<file path="src/identify_words_defines.vh">
// Constants for the identify-data word generator, words 49 to 81.
// Assumes inclusion by bare name from the design file; definitions only.
//
// Functional notes
// - Identify sector carries these words at fixed positions
// - Word 49 reports flow control, LBA, DMA
// - Word 50 valid marker, standby minimum below five
// - Word 53 validity bits and free-fall sensitivity
// - Words 54-56 report current translation geometry
// - Words 57-58 current capacity, low word first
// - Word 59 multiple-sector count with valid bit
// - Words 60-61 user sectors, saturated when large
// - Words 51-52 legacy constant, word 62 zero
// - Word 63 supports MDMA 0-2, active mode high
// - Word 64 advanced PIO modes 3 and 4
// - Words 65-68 report 120 ns cycle times
// - Word 75 queue depth minus one is 31
// - Word 76 SATA capability bits, Gen-2 selectable
// - Word 78 supported SATA features fixed 005E
// - Word 79 enabled features, default 0040
// - Word 80 major version bitmap
// - Word 81 minor version code
`ifndef IDENTIFY_WORDS_DEFINES_VH
`define IDENTIFY_WORDS_DEFINES_VH

// ----------------------------------------------------------------
// APB register map (byte addresses)
// ----------------------------------------------------------------
`define A_WORD_SEL 12'h000
`define A_WORD_DATA 12'h004
`define A_GEOMETRY 12'h008
`define A_SECTORS 12'h00C
`define A_CAPACITY 12'h010
`define A_USER_SECT 12'h014
`define A_MODES 12'h018
`define A_SATA_EN 12'h01C
`define ADDR_W 12

// ----------------------------------------------------------------
// Word positions inside the sector
// ----------------------------------------------------------------
`define W_CAPAB 8'h31
`define W_CAPAB2 8'h32
`define W_PIO_LEG 8'h33
`define W_DMA_LEG 8'h34
`define W_VALID 8'h35
`define W_CYL 8'h36
`define W_HEADS 8'h37
`define W_SPT 8'h38
`define W_CAP_LO 8'h39
`define W_CAP_HI 8'h3A
`define W_MULT 8'h3B
`define W_USR_LO 8'h3C
`define W_USR_HI 8'h3D
`define W_DMA1 8'h3E
`define W_MDMA 8'h3F
`define W_PIO_ADV 8'h40
`define W_T_FIRST 8'h41
`define W_T_LAST 8'h44
`define W_QDEPTH 8'h4B
`define W_SATA_CAP 8'h4C
`define W_SATA_SUP 8'h4E
`define W_SATA_EN 8'h4F
`define W_MAJOR 8'h50
`define W_MINOR 8'h51

// ----------------------------------------------------------------
// Fixed word contents
// ----------------------------------------------------------------
`define V_CAPAB 16'h0F00
`define B_STBY_STD 13
`define V_CAPAB2 16'h4000
`define V_LEGACY 16'h0200
`define V_VALID 16'h0007
`define V_MULT_OK 8'h01
`define V_MDMA_SUP 8'h07
`define V_PIO_ADV 16'h0003
`define V_CYCLE_NS 16'h0078
`define V_QDEPTH 16'h001F
`define V_SATA_CAP 16'h1702
`define B_GEN2 2
`define V_SATA_SUP 16'h005E
`define V_SATA_EN_RST 16'h0040
`define V_MAJOR 16'h01FC
`define V_MINOR 16'h0029
`define V_ZERO 16'h0000
`define V_SAT32 32'h0FFFFFFF
`define V_SAT48 48'h00000FFFFFFF

// ----------------------------------------------------------------
// Reset values of the configuration registers
// ----------------------------------------------------------------
`define R_GEOMETRY 32'h0010_3FFF
`define R_SECTORS 32'h0000_003F
`define R_MODES 32'h0000_0000

`endif

</file>
<file path="src/identify_words.v">
// Identify-data word generator for words 49 to 81 of the identify sector.
// Assumes an APB master on the same clock; the sector transport reads
// the word select and data registers, or the streaming word port.
//
// Chosen here: the address map and the APB interface to the registers.
`timescale 1ns/1ps
`default_nettype none
`include "identify_words_defines.vh"

module identify_words (
    input wire I_REF_CLK,              // 250 MHz clock
    input wire I_SYS_RST,              // Async reset, active high
    input wire I_PSEL,                 // APB select
    input wire I_PENABLE,              // APB access phase
    input wire I_PWRITE,               // APB write
    input wire [11:0] I_PADDR,         // APB byte address
    input wire [31:0] I_PWDATA,        // APB write data
    input wire [7:0] I_WORD_IDX,       // Sector word index to assemble
    output reg [31:0] O_PRDATA,        // APB read data
    output reg O_PREADY,               // APB ready
    output reg O_PSLVERR,              // APB error, unmapped address
    output reg [15:0] O_WORD           // Assembled word for I_WORD_IDX
);

// ----------------------------------------------------------------
// Configuration state
// ----------------------------------------------------------------
reg [7:0] word_sel;
reg [31:0] geometry;      // [15:0] cylinders, [23:16] heads
reg [31:0] sectors;       // [7:0] per track, [15:8] multiple, [16] valid
reg [31:0] capacity;
reg [47:0] user_sectors;
reg [31:0] modes;         // [7:0] MDMA active, [8] gen2, [9] std standby
reg [15:0] sata_en;
reg [15:0] sel_word;

wire access = I_PSEL && I_PENABLE;
wire wr = access && I_PWRITE;

// Word generator, shared by APB read path and streaming port
function [15:0] word_of;
    input [7:0] idx;
    reg [15:0] w;
    begin
        w = `V_ZERO;
        case (idx)
            `W_CAPAB: begin
                w = `V_CAPAB;
                w[`B_STBY_STD] = modes[9];
            end
            `W_CAPAB2: w = `V_CAPAB2;
            `W_PIO_LEG: w = `V_LEGACY;
            `W_DMA_LEG: w = `V_LEGACY;
            `W_VALID: w = `V_VALID;
            `W_CYL: w = geometry[15:0];
            `W_HEADS: w = {8'h00, geometry[23:16]};
            `W_SPT: w = {8'h00, sectors[7:0]};
            `W_CAP_LO: w = capacity[15:0];
            `W_CAP_HI: w = capacity[31:16];
            `W_MULT: w = {7'h00, sectors[16], sectors[15:8]};
            `W_USR_LO: w = user_lo(user_sectors);
            `W_USR_HI: w = user_hi(user_sectors);
            `W_DMA1: w = `V_ZERO;
            `W_MDMA: w = {modes[7:0], `V_MDMA_SUP};
            `W_PIO_ADV: w = `V_PIO_ADV;
            `W_QDEPTH: w = `V_QDEPTH;
            `W_SATA_CAP: begin
                w = `V_SATA_CAP;
                w[`B_GEN2] = modes[8];
            end
            `W_SATA_SUP: w = `V_SATA_SUP;
            `W_SATA_EN: w = sata_en & `V_SATA_SUP;
            `W_MAJOR: w = `V_MAJOR;
            `W_MINOR: w = `V_MINOR;
            default: begin
                // Timing words, else reserved or outside this range
                if (idx >= `W_T_FIRST && idx <= `W_T_LAST)
                    w = `V_CYCLE_NS;
                else
                    w = `V_ZERO;
            end
        endcase
        word_of = w;
    end
endfunction

// ----------------------------------------------------------------
// Capacity saturation
// ----------------------------------------------------------------
// Large drives report the clamp, 48-bit count is elsewhere in the sector
function [31:0] user_sat;
    input [47:0] n;
    begin
        if (n > `V_SAT48)
            user_sat = `V_SAT32;
        else
            user_sat = n[31:0];
    end
endfunction

function [15:0] user_lo;
    input [47:0] n;
    reg [31:0] s;
    begin
        s = user_sat(n);
        user_lo = s[15:0];
    end
endfunction

function [15:0] user_hi;
    input [47:0] n;
    reg [31:0] s;
    begin
        s = user_sat(n);
        user_hi = s[31:16];
    end
endfunction

// ----------------------------------------------------------------
// APB slave
// ----------------------------------------------------------------
always @* begin
    sel_word = word_of(word_sel);
end

always @(posedge I_REF_CLK or posedge I_SYS_RST) begin
    if (I_SYS_RST) begin
        word_sel <= 8'h00;
        geometry <= `R_GEOMETRY;
        sectors <= `R_SECTORS;
        capacity <= 32'h0000_0000;
        user_sectors <= 48'h0000_0000_0000;
        modes <= `R_MODES;
        sata_en <= `V_SATA_EN_RST;
        O_PRDATA <= 32'h0000_0000;
        O_PREADY <= 1'b0;
        O_PSLVERR <= 1'b0;
        O_WORD <= 16'h0000;
    end else begin
        // Word sampled from live state every cycle
        O_WORD <= word_of(I_WORD_IDX);
        // One wait state: ready rises in the second access cycle
        O_PREADY <= access && !O_PREADY;
        O_PSLVERR <= 1'b0;
        O_PRDATA <= 32'h0000_0000;
        if (access && !O_PREADY) begin
            case (I_PADDR)
                `A_WORD_SEL: begin
                    if (I_PWRITE)
                        word_sel <= I_PWDATA[7:0];
                    O_PRDATA <= {24'h000000, word_sel};
                end
                `A_WORD_DATA: O_PRDATA <= {16'h0000, sel_word};
                `A_GEOMETRY: begin
                    if (I_PWRITE)
                        geometry <= {8'h00, I_PWDATA[23:0]};
                    O_PRDATA <= geometry;
                end
                `A_SECTORS: begin
                    if (I_PWRITE)
                        sectors <= {15'h0000, I_PWDATA[16:0]};
                    O_PRDATA <= sectors;
                end
                `A_CAPACITY: begin
                    if (I_PWRITE)
                        capacity <= I_PWDATA;
                    O_PRDATA <= capacity;
                end
                `A_USER_SECT: begin
                    // Write shifts in 32 bits: upper word first, then lower
                    if (I_PWRITE)
                        user_sectors <= {user_sectors[15:0], I_PWDATA};
                    O_PRDATA <= user_sat(user_sectors);
                end
                `A_MODES: begin
                    if (I_PWRITE)
                        modes <= {22'h000000, I_PWDATA[9:0]};
                    O_PRDATA <= modes;
                end
                `A_SATA_EN: begin
                    if (I_PWRITE)
                        sata_en <= I_PWDATA[15:0] & `V_SATA_SUP;
                    O_PRDATA <= {16'h0000, sata_en};
                end
                default: O_PSLVERR <= 1'b1;
            endcase
        end
    end
end

endmodule
`default_nettype wire

</file>
<file path="config.mk">
export PLATFORM = sky130hd
export DESIGN_NAME = identify_words
export DESIGN_NICKNAME = d
export VERILOG_FILES = /design/src/identify_words.v
export VERILOG_INCLUDE_DIRS = /design/src /design/src/src
export SDC_FILE = /design/constraint.sdc
export NUM_CORES = 1
export LEC_CHECK = 0
export BUFFER_PORTS_ARGS = -buffer_cell sky130_fd_sc_hd__buf_2
export CAP_MARGIN = 10
export CORE_MARGIN = 4
export CORE_UTILIZATION = 43
export CTS_CLUSTER_SIZE = 16
export DETAILED_ROUTE_END_ITERATION = 8
export HOLD_SLACK_MARGIN = 0.05
export PLACE_DENSITY_LB_ADDON = 0.3
export SLEW_MARGIN = 15
export SYNTH_ARGS = -nofsm -noshare
export SYNTH_HDL_FRONTEND = slang
export SYNTH_SLANG_ARGS = --single-unit
</file>
<file path="constraint.sdc">
create_clock -name I_REF_CLK -period 8.1 [get_ports I_REF_CLK]
set_clock_uncertainty 0.2 [all_clocks]
set_input_delay 1.215 -clock I_REF_CLK [delete_from_list [all_inputs] [get_ports I_REF_CLK]]
set_output_delay 1.215 -clock I_REF_CLK [all_outputs]
set_load 0.05 [all_outputs]
</file>
==> results of run 1 <==
-- flip-flops by register name, indices dropped and copies added, names as in the netlist --
name / cells
user_sectors: 48
O_PRDATA: 32
capacity: 32
geometry: 24
sectors: 17
O_WORD: 16
modes: 10
word_sel: 8
sata_en: 5
O_PREADY: 1
O_PSLVERR: 1
-- area by class of cell --
cell class / instances / area (um2)
fillers: 2226 / 12200
clock inverters: 15 / 199
multi-input cells: 729 / 5440
repair buffers: 129 / 707
clock buffers: 17 / 425
well taps: 324 / 405
inverters: 7 / 33.8
flip-flops and latches: 194 / 4880
-- metal layers --
layer	vias up	part of all wire [%]	GRT usage, %
met5	-	0.028	0
met2	591	44	47.1
met1	4711	41	42.9
li1	3940	-	-
met3	123	10	8.17
met4	2	5.3	14.8
-- worst max-delay path, delay by kind of cell --
kind / cells / cell delay (ns)
AOI/OAI and AO/OA: 3 / 1.65
and+or+nand+nor: 2 / 1.35
buffers and inverters: 1 / 0.10
-- path summary, 6_finish.rpt --
kind / from / depth (start not counted) / to / slack [ns]
worst max register to register: word_sel[4]$_DFFE_PP0P_ / 6 / O_PRDATA[6]$_DFF_PP0_ / 4.06
worst min-delay path: user_sectors[46]$_DFFE_PP0P_ / 1 / user_sectors[46]$_DFFE_PP0P_ / 0.32
min in group asynchronous: I_SYS_RST / 2 / user_sectors[17]$_DFFE_PP0P_ / 0.72
max in group asynchronous: I_SYS_RST / 3 / O_WORD[10]$_DFF_PP0_ / 5.66
worst min register to register: user_sectors[46]$_DFFE_PP0P_ / 1 / user_sectors[46]$_DFFE_PP0P_ / 0.32
worst max-delay path: I_PADDR[9] / 6 / O_PRDATA[6]$_DFF_PP0_ / 3.92
-- Yosys cell counts, types with 5 or more instances --
cell type  instances  area share, %
mux2i_1           26            2.4
o22ai_1            9           0.53
o21a_1             7           0.49
a21oi_1           33            1.6
clkbuf_1          55            1.9
dfstp_2           22            5.4
nand3_1           29            1.4
nand3b_1           8           0.56
buf_1              8           0.28
nor3b_1            6           0.42
mux2_2           155             16
nor2b_1           15           0.88
a311oi_1           5           0.41
a222oi_1           8           0.75
nand2_1           85            3.0
o21ai_0           72            3.4
a22oi_1           32            2.3
inv_1              7           0.25
dfrtp_1          172             40
nor2_1            49            1.7
o31ai_1           10           0.70
a31oi_1           22            1.3
nor3_1            16           0.75
o211ai_1           8           0.56
o221ai_1          11           0.90
buf_2             10           0.47
nand2b_1          11           0.65
and2_1             6           0.35
and3_1            11           0.65
nor4b_1            6           0.49
a221oi_1           6           0.49
mux4_2             6            1.3
a22o_1             8           0.66
nor4_1             6           0.35
-- layout by cell type (no fill, tap or decap), types with 26 or more instances in the layout --
master and n:
a21oi_1 33, a22oi_1 32, buf_2 106, dfrtp_1 172, mux2_2 155, mux2i_1 26
nand2_1 85, nand3_1 29, nor2_1 47, o21ai_0 72
-- through the flow --
step	setup slack, ns	util (%)
after detailed placement	3.59	47.1
after CTS	4.06	49.7
after global placement	3.61	47.1
after floorplan	1.44	-
after global routing	3.90	49.7
final	3.92	49.7
-- power by group through the flow --
stage               Combinational, mW  Clock [mW]  Sequential, mW
global route                    0.108       0.933           0.972
CTS                            0.0989       0.898           0.972
global placement               0.0979           0           0.991
detailed placement             0.0987           0           0.991
floorplan                      0.0485           0           0.995
finish                         0.0995       0.888           0.972
-- cells by family after synthesis --
family | Yosys count
buffers and inverters | 85
AND/OR/NAND/NOR | 279
flip-flops | 194
AO/OA/AOI/OAI | 260
multiplexers | 187
XOR/XNOR | 3
==> results_dict.tcl, run 1 <==
set metrics [dict create \
    numCtsBuffers 17 \
    critPathKind "in2reg" \
    arrival_ns 4.32 \
    post_cts_resized 0 \
    initial_utilization_pct 43.8 \
    async_flop_share_pct 100 \
    insertion_delay_ns 0.46 \
    gp_congestion 1.04 \
    whs_ns 0.316 \
    dieArea_um2 27400 \
    tns_ns 0 \
    syn_area_per_cell_um2 10.6 \
    post-cts-setup-buffers 0 \
    antenna_found_initial 1 \
    die_h_um 165 \
    seqPwrFrac_pct 49.6 \
    io-pin-count 107 \
    path_cells "buf_2 > or4_4 > or4_1 > a211oi_2 > o21ai_0 > a31oi_1" \
    port_buffers 106 \
    timing.final.crit_share_pct 51.6 \
    syn2layout_area_growth_pct 13.6 \
    num_antenna_cells 0 \
    rsz0062_at_grt "false" \
    dr.pass1.iters 8 \
    p_sw_mw 0.537 \
    vias_per_cell 6.62 \
    ctsLongestPathBuffers 2 \
    synthesis.nets 1065 \
    synthXorXnorAreaFrac_pct 0.247 \
    rows 57 \
    ir_drop_v 0.000112 \
    synth_cell_type_count 68 \
    syn_inst 1008 \
    end_kind "register" \
    routedWlPerCell_um 30.1 \
    htreeDepth 4 \
    layout-drive-gt1-share_pct 32.9 \
    synthFlopType "dfrtp_1" \
    nNetsFinal 1135 \
    clkPwrFrac_pct 45.3 \
    start_kind "input pin" \
    power.internal_mw 1.42 \
    synth_edf_count 0 \
    grt_pass1_vias 9120 \
    fin_crit_ns 4.18 \
    die_x_um 165 \
    initialDrtViolationCount 1193 \
    final_area_um2 12100 \
    synth-compound-area-share_pct 16.5 \
    p_per_area_nw_per_um2 162 \
    totalWireLength_um 42500 \
    slew_headroom_pct 11.3 \
    hpwl_um 30100 \
    grt_max_degree 134 \
    ys_seq_area_share_pct 45.8 \
    power_switching_share_pct 27.4 \
    p_comb_share_pct 5.1 \
    cp_slowest_cell "a211oi_2" \
    critPathRequiredTime_ns 8.24 \
    clock.fmax_ghz 0.239 \
    grt_overflow 0 \
    tightestPinTransition_ns 1.33 \
    route.detailed.drc 0 \
    yosys_warnings 0 \
    cts_root_buf "clkbuf_16" \
    status "finished, final reports clean" \
    path_clk_slew_ns 0.09 \
    dr_total_vias 9367 \
    place_area_um2 11500 \
    maxCapViolCount 0 \
    setup_viol 0 \
    slowest_delay_ns 1.14 \
    synth_top_family_by_area "multiplexers" \
    maxSlewViolCount 0 \
    layout.cells.non_filler 1415 \
    yosys_register_bits 194 \
    cts_tree "done" \
    core_area_um2 24300 \
    grt_pass1_wl_um 62600 \
    leakage_nw 5.34 \
    cts_num_sinks 194 \
    hold_buffers 0 \
    dp_cells 1382 \
    crit_path_max_fanout 14 \
    hold_path_class "reg2reg" \
    hold_violations 0 \
    netlist_area_um2 10700 \
    synth-simple-area-share_pct 13.9 \
    grt.total_usage_pct 31.5 \
    synthAdderAreaFrac_pct 0 \
    postRouteAntennaNets 0 \
    synth.area.mux_share_pct 20.1 \
    total_power_mw 1.96 \
]
No activity file was read; power rests on OpenSTA's default activity.
==> inputs of run 2 (changes only) <==
- ABC_AREA: default -> 1
- clock period: 8.1 -> 4.1 ns (I/O delays scaled with it)
==> results_dict.tcl, run 2 <==
set metrics [dict create \
    p_per_area_nw_per_um2 321 \
    crit_path_frequent_cell "nand2_1" \
    rows 56 \
    synth_edf_count 0 \
    path_clk_slew_ns 0.09 \
    final_cell_mix "358 x nand2_1, 184 x o21ai_0, 172 x dfrtp_1" \
    whs_ns 0.211 \
    syn_inst 1406 \
    layout-drive-gt1-share_pct 14.8 \
    insertion_delay_ns 0.46 \
    path_buf_inv 3 \
    post-cts-setup-buffers 0 \
    synthesis.nets 1463 \
    maxCapViolCount 0 \
    yosys_register_bits 194 \
    place_area_um2 11300 \
    grt_pass1_wl_um 66900 \
    route.detailed.drc 0 \
    async_flop_share_pct 100 \
    grt_pass1_vias 9862 \
    slowest_delay_ns 0.51 \
    grt_max_degree 90 \
    path_cells "inv_1 > nand2_1 > nor2_4 > buf_4 > nand2_1 > nand2_1 > nor2_1 > nand2_1 > nor2_1 > nand2_2 > nand2_2 > inv_2 > nand2_1 > a21oi_1" \
    reg_top3 "user_sectors (48), O_PRDATA (32), capacity (32)" \
    syn_area_per_cell_um2 7.39 \
    regMostFlops "user_sectors" \
    synth_area_leaders "dfrtp_1 41%, nand2_1 13%, o21ai_0 8.9%, nor2_1 6.0%, inv_1 5.7%" \
    postRouteAntennaNets 0 \
    synth_cell_type_count 43 \
    pre_cts_ws_ns 1.25 \
    cts_tree "done" \
    antenna_found_initial 1 \
    yosys.area.top_type "dfrtp_1" \
    tns_ns 0 \
    crit_path_max_fanout 27 \
    die_x_um 163 \
    synth_top_area_share_pct 41.4 \
    hpwl_um 35600 \
    numCtsBuffers 17 \
    synth_common_cells "360 x nand2_1, 184 x o21ai_0, 172 x dfrtp_1" \
    status "finished, final reports clean" \
    arrival_ns 3.05 \
    grt_overflow 0 \
    grt.total_usage_pct 34.8 \
    totalWireLength_um 46200 \
    critPathKind "reg2reg" \
    initialDrtViolationCount 1413 \
    gp_congestion 1.06 \
    port_buffers 106 \
    ys_seq_area_share_pct 47.0 \
    ctsLongestPathBuffers 2 \
    setup_viol 0 \
    fin_crit_ns 2.89 \
    dr.pass1.iters 7 \
    die_h_um 163 \
    rsz0062_at_grt "false" \
    hold_violations 0 \
    cp_slowest_cell "nor2_4" \
    start_kind "register" \
    htreeDepth 4 \
    tightestPinTransition_ns 0.809 \
    final_common_cell "nand2_1" \
    largest_reg_flops 48 \
    cp_top_family "simple AND/OR/NAND/NOR gates" \
    reg2reg_setup_slack_ns 1.21 \
    leakage_nw 5.63 \
    core_area_um2 23600 \
    cts_num_sinks 194 \
    synth.most_common_cell "nand2_1" \
    netlist_area_um2 10400 \
    final_area_um2 11900 \
    setup_ws_ns 1.21 \
    yosys_warnings 0 \
    initial_utilization_pct 44.0 \
    dp_cells 1805 \
    timing.final.crit_share_pct 70.5 \
    maxSlewViolCount 0 \
    dieArea_um2 26700 \
    num_antenna_cells 0 \
    synthFlopType "dfrtp_1" \
    cts_root_buf "clkbuf_16" \
    clock.fmax_ghz 0.346 \
    nNetsFinal 1563 \
    routedWlPerCell_um 25.1 \
    dr_total_vias 10700 \
    io-pin-count 107 \
    ir_drop_v 0.000260 \
    slew_headroom_pct 46.0 \
    syn2layout_area_growth_pct 14.6 \
    hold_path_class "in2reg" \
    layout.cells.non_filler 1838 \
    end_kind "register" \
    vias_per_cell 5.80 \
    critPathRequiredTime_ns 4.26 \
]
run 2: cell count changes after synthesis, moves of 53 or more:
cell | previous run | this run
inv_1 | 7 | 157
mux2_2 | 155 | 4
nand2_1 | 85 | 360
nand3_1 | 29 | 82
nor2_1 | 49 | 166
o21ai_0 | 72 | 184
run 2: final cells by class:
class                   instances  area (um2)
fillers                      2380       11700
flip-flops and latches        194        4880
multi-input cells             994        4650
repair buffers                128         723
inverters                     171         647
clock buffers                  17         425
well taps                     319         399
clock inverters                15         190
run 2: final timing paths:
path	from	cells after the start	endpoint
max in group asynchronous	I_SYS_RST	4	O_PRDATA[15]$_DFF_PP0_
min	I_PWDATA[26]	3	capacity[26]$_DFFE_PP0P_
min in group asynchronous	I_SYS_RST	3	word_sel[0]$_DFFE_PP0P_
max reg2reg	word_sel[6]$_DFFE_PP0P_	14	O_PRDATA[0]$_DFF_PP0_
max	word_sel[6]$_DFFE_PP0P_	14	O_PRDATA[0]$_DFF_PP0_
min reg2reg	O_PREADY$_DFF_PP0_	1	O_PREADY$_DFF_PP0_
run 2: logic make-up (layout without fill, tap and decap cells):
family	count (synthesis)	in the layout	share of synthesized area (%)
simple gates	680	680	27.5
compound gates	307	307	16.4
buf+inv	218	331	8.34
flops	194	194	47.0
mux	7	7	0.758
run 2: metal layers:
| metal | track usage (%) | wire length, um | up-vias |
|---|---|---|---|
| li1 | - | - | 4798 |
| met1 | 52.9 | 20400 | 5099 |
| met2 | 48.3 | 18800 | 659 |
| met3 | 7.12 | 4980 | 101 |
| met4 | 13.6 | 2040 | 0 |
| met5 | 0 | 0 | - |
run 2: power breakdown:
part | leakage, nW | switching, mW | internal, mW
registers | 2.63 | 0.00302 | 1.92
logic | 2.70 | 0.111 | 0.0366
clock network | 0.300 | 0.911 | 0.843
total | 5.63 | 1.03 | 2.80
run 2: stage by stage:
step                      power [mW]  util, %
after floorplan                 2.03        -
after global placement          2.10     47.8
after detailed placement        2.10     47.8
after CTS                       3.84     50.5
after global routing            3.94     50.5
final                           3.82     50.5
run 2: worst reg2reg max path: stages, from the launching register on:
cell,delay (ns)
dfrtp_1,0.47
inv_1,0.12
nand2_1,0.09
nor2_4,0.51
buf_4,0.31
nand2_1,0.11
nand2_1,0.09
nor2_1,0.05
nand2_1,0.07
nor2_1,0.05
nand2_2,0.13
nand2_2,0.08
inv_2,0.26
nand2_1,0.09
a21oi_1,0.17
run 2: repair_timing:
item	CTS	global route
hold buffers	1	0
endpoints found under the hold margin	12	0
gates resized for setup	0	0
==> inputs of run 3 (changes only) <==
- clock period: 4.1 -> 2.9 ns (I/O delays scaled with it)
==> results_dict.tcl, run 3 (synthesized netlist as in run 2, its figures left out) <==
set metrics [dict create \
    status "finished, final reports clean" \
    place_area_um2 11500 \
    grt_use_met3_pct 7.97 \
    p_sw_mw 1.49 \
    critPathRequiredTime_ns 3.01 \
    setup_viol 0 \
    end_kind "register" \
    clock.fmax_ghz 0.363 \
    numCtsBuffers 17 \
    ctsLongestPathBuffers 2 \
    dp_cells 1830 \
    slew_headroom_pct 50.7 \
    htreeDepth 4 \
    setup_ws_ns 0.142 \
    slowest_delay_ns 0.56 \
    largest_reg_flops 48 \
    start_kind "input pin" \
    p_per_area_nw_per_um2 454 \
    die_x_um 163 \
    seqPwrFrac_pct 48.9 \
    crit_path_max_fanout 89 \
    met2_usage_pct 50.6 \
    layout-drive-gt1-share_pct 16.3 \
    arrival_ns 2.87 \
    io-pin-count 107 \
    n_fill_cell 2305 \
    reg2reg_setup_slack_ns 0.37 \
    gp_congestion 1.03 \
    syn2layout_area_growth_pct 17.6 \
    maxSlewViolCount 0 \
    layout.cells.non_filler 1869 \
    grt_max_degree 90 \
    vias_per_cell 5.75 \
    dr_total_vias 10800 \
    cts_root_buf "clkbuf_16" \
    cts_tree "done" \
    grt_pass1_vias 9933 \
    clkPwrFrac_pct 47.1 \
    pre_cts_ws_ns 0.434 \
    leakage_nw 5.79 \
    final_area_um2 12200 \
    hold_violations 0 \
    nNetsFinal 1594 \
    fin_crit_ns 2.76 \
    cp_top_family "buffers and inverters" \
    port_buffers 106 \
    dr.pass1.iters 6 \
    tightestPinTransition_ns 0.740 \
    hold_path_class "in2reg" \
    postRouteAntennaNets 0 \
    routedWlPerCell_um 25.4 \
    final_cell_mix "358 x nand2_1, 184 x o21ai_0, 172 x dfrtp_1" \
    rsz0062_at_grt "false" \
    dieArea_um2 26700 \
    rows 56 \
    timing.final.crit_share_pct 95.1 \
    path_cells "dlygate4sd3_1 > buf_2 > nand2_1 > dlygate4sd3_1 > nor2_2 > inv_1 > nor2_4 > nand2_2 > buf_12 > mux2_1" \
    initial_utilization_pct 44.0 \
    antenna_found_initial 1 \
    num_antenna_cells 0 \
    grt_overflow 0 \
    whs_ns 0.0644 \
    reg_top3 "user_sectors (48), O_PRDATA (32), capacity (32)" \
    core_area_um2 23600 \
    crit_path_frequent_cell "dlygate4sd3_1" \
    regMostFlops "user_sectors" \
    insertion_delay_ns 0.45 \
    power_switching_share_pct 26.9 \
    path_clk_slew_ns 0.09 \
    cts_num_sinks 194 \
    route.detailed.drc 0 \
    path_buf_inv 5 \
    p_comb_share_pct 4.0 \
    top_usage_layer "met1" \
    die_h_um 163 \
    grt.total_usage_pct 35.5 \
    grt_use_met1_pct 52.7 \
    critPathKind "in2reg" \
    tns_ns 0 \
    power.internal_mw 4.06 \
    ir_drop_v 0.000345 \
    initialDrtViolationCount 1435 \
    hpwl_um 36400 \
    cp_slowest_cell "dlygate4sd3_1" \
    final_common_cell "nand2_1" \
    maxCapViolCount 0 \
    totalWireLength_um 47400 \
    grt_pass1_wl_um 68000 \
]
## run 3: power groups by stage
stage	combinational (mW)	sequential, mW	clock, mW
4_1_cts	0.221	2.71	2.64
6_report	0.221	2.71	2.61
3_3_place_gp	0.212	2.77	0
5_1_grt	0.246	2.71	2.75
3_5_place_dp	0.214	2.77	0
2_1_floorplan	0.0944	2.78	0
## run 3: path summary, 6_finish.rpt
check	startpoint	end	depth (start not counted)
setup / recovery	I_PENABLE	user_sectors[32]$_DFFE_PP0P_	10
setup reg to reg	user_sectors[32]$_DFFE_PP0P_	O_PRDATA[9]$_DFF_PP0_	12
max in group asynchronous	I_SYS_RST	geometry[20]$_DFFE_PP1P_	4
hold / removal	I_PWDATA[20]	geometry[20]$_DFFE_PP1P_	3
hold reg to reg	O_PREADY$_DFF_PP0_	O_PREADY$_DFF_PP0_	1
min in group asynchronous	I_SYS_RST	sata_en[4]$_DFFE_PP0P_	3
## run 3: routing by layer
metal,vias up,wire (um)
li1,4856,-
met1,5139,20600
met2,653,19800
met3,103,5110
met4,2,1950
met5,-,20
## run 3: cell type report
type,count,area (um2),area share [%]
Sequential cell,194,4880,39.9
Multi-Input combinational cell,994,4660,38.1
Timing Repair Buffer,159,993,8.12
Inverter,171,647,5.29
Clock buffer,17,425,3.48
Tap cell,319,399,3.26
Clock inverter,15,218,1.78
## run 3: worst min-delay path, stage by stage
cell and delay [ns]:
buf_2 0.09, inv_1 0.09, o21ai_1 0.09
## run 3: repair_timing
item                       CTS  global route
hold endpoints to repair    14             0
buffers inserted             0             1
hold buffers                 6             0
gates resized for setup      0             3
setup endpoints to repair    0            65
## run 3: per-stage QoR
stage / utilization [%] / power (mW)
5_1_grt: 51.8 / 5.71
3_3_place_gp: 48.7 / 2.98
3_5_place_dp: 48.7 / 2.98
2_1_floorplan: - / 2.87
6_report: 51.8 / 5.55
4_1_cts: 51.7 / 5.57
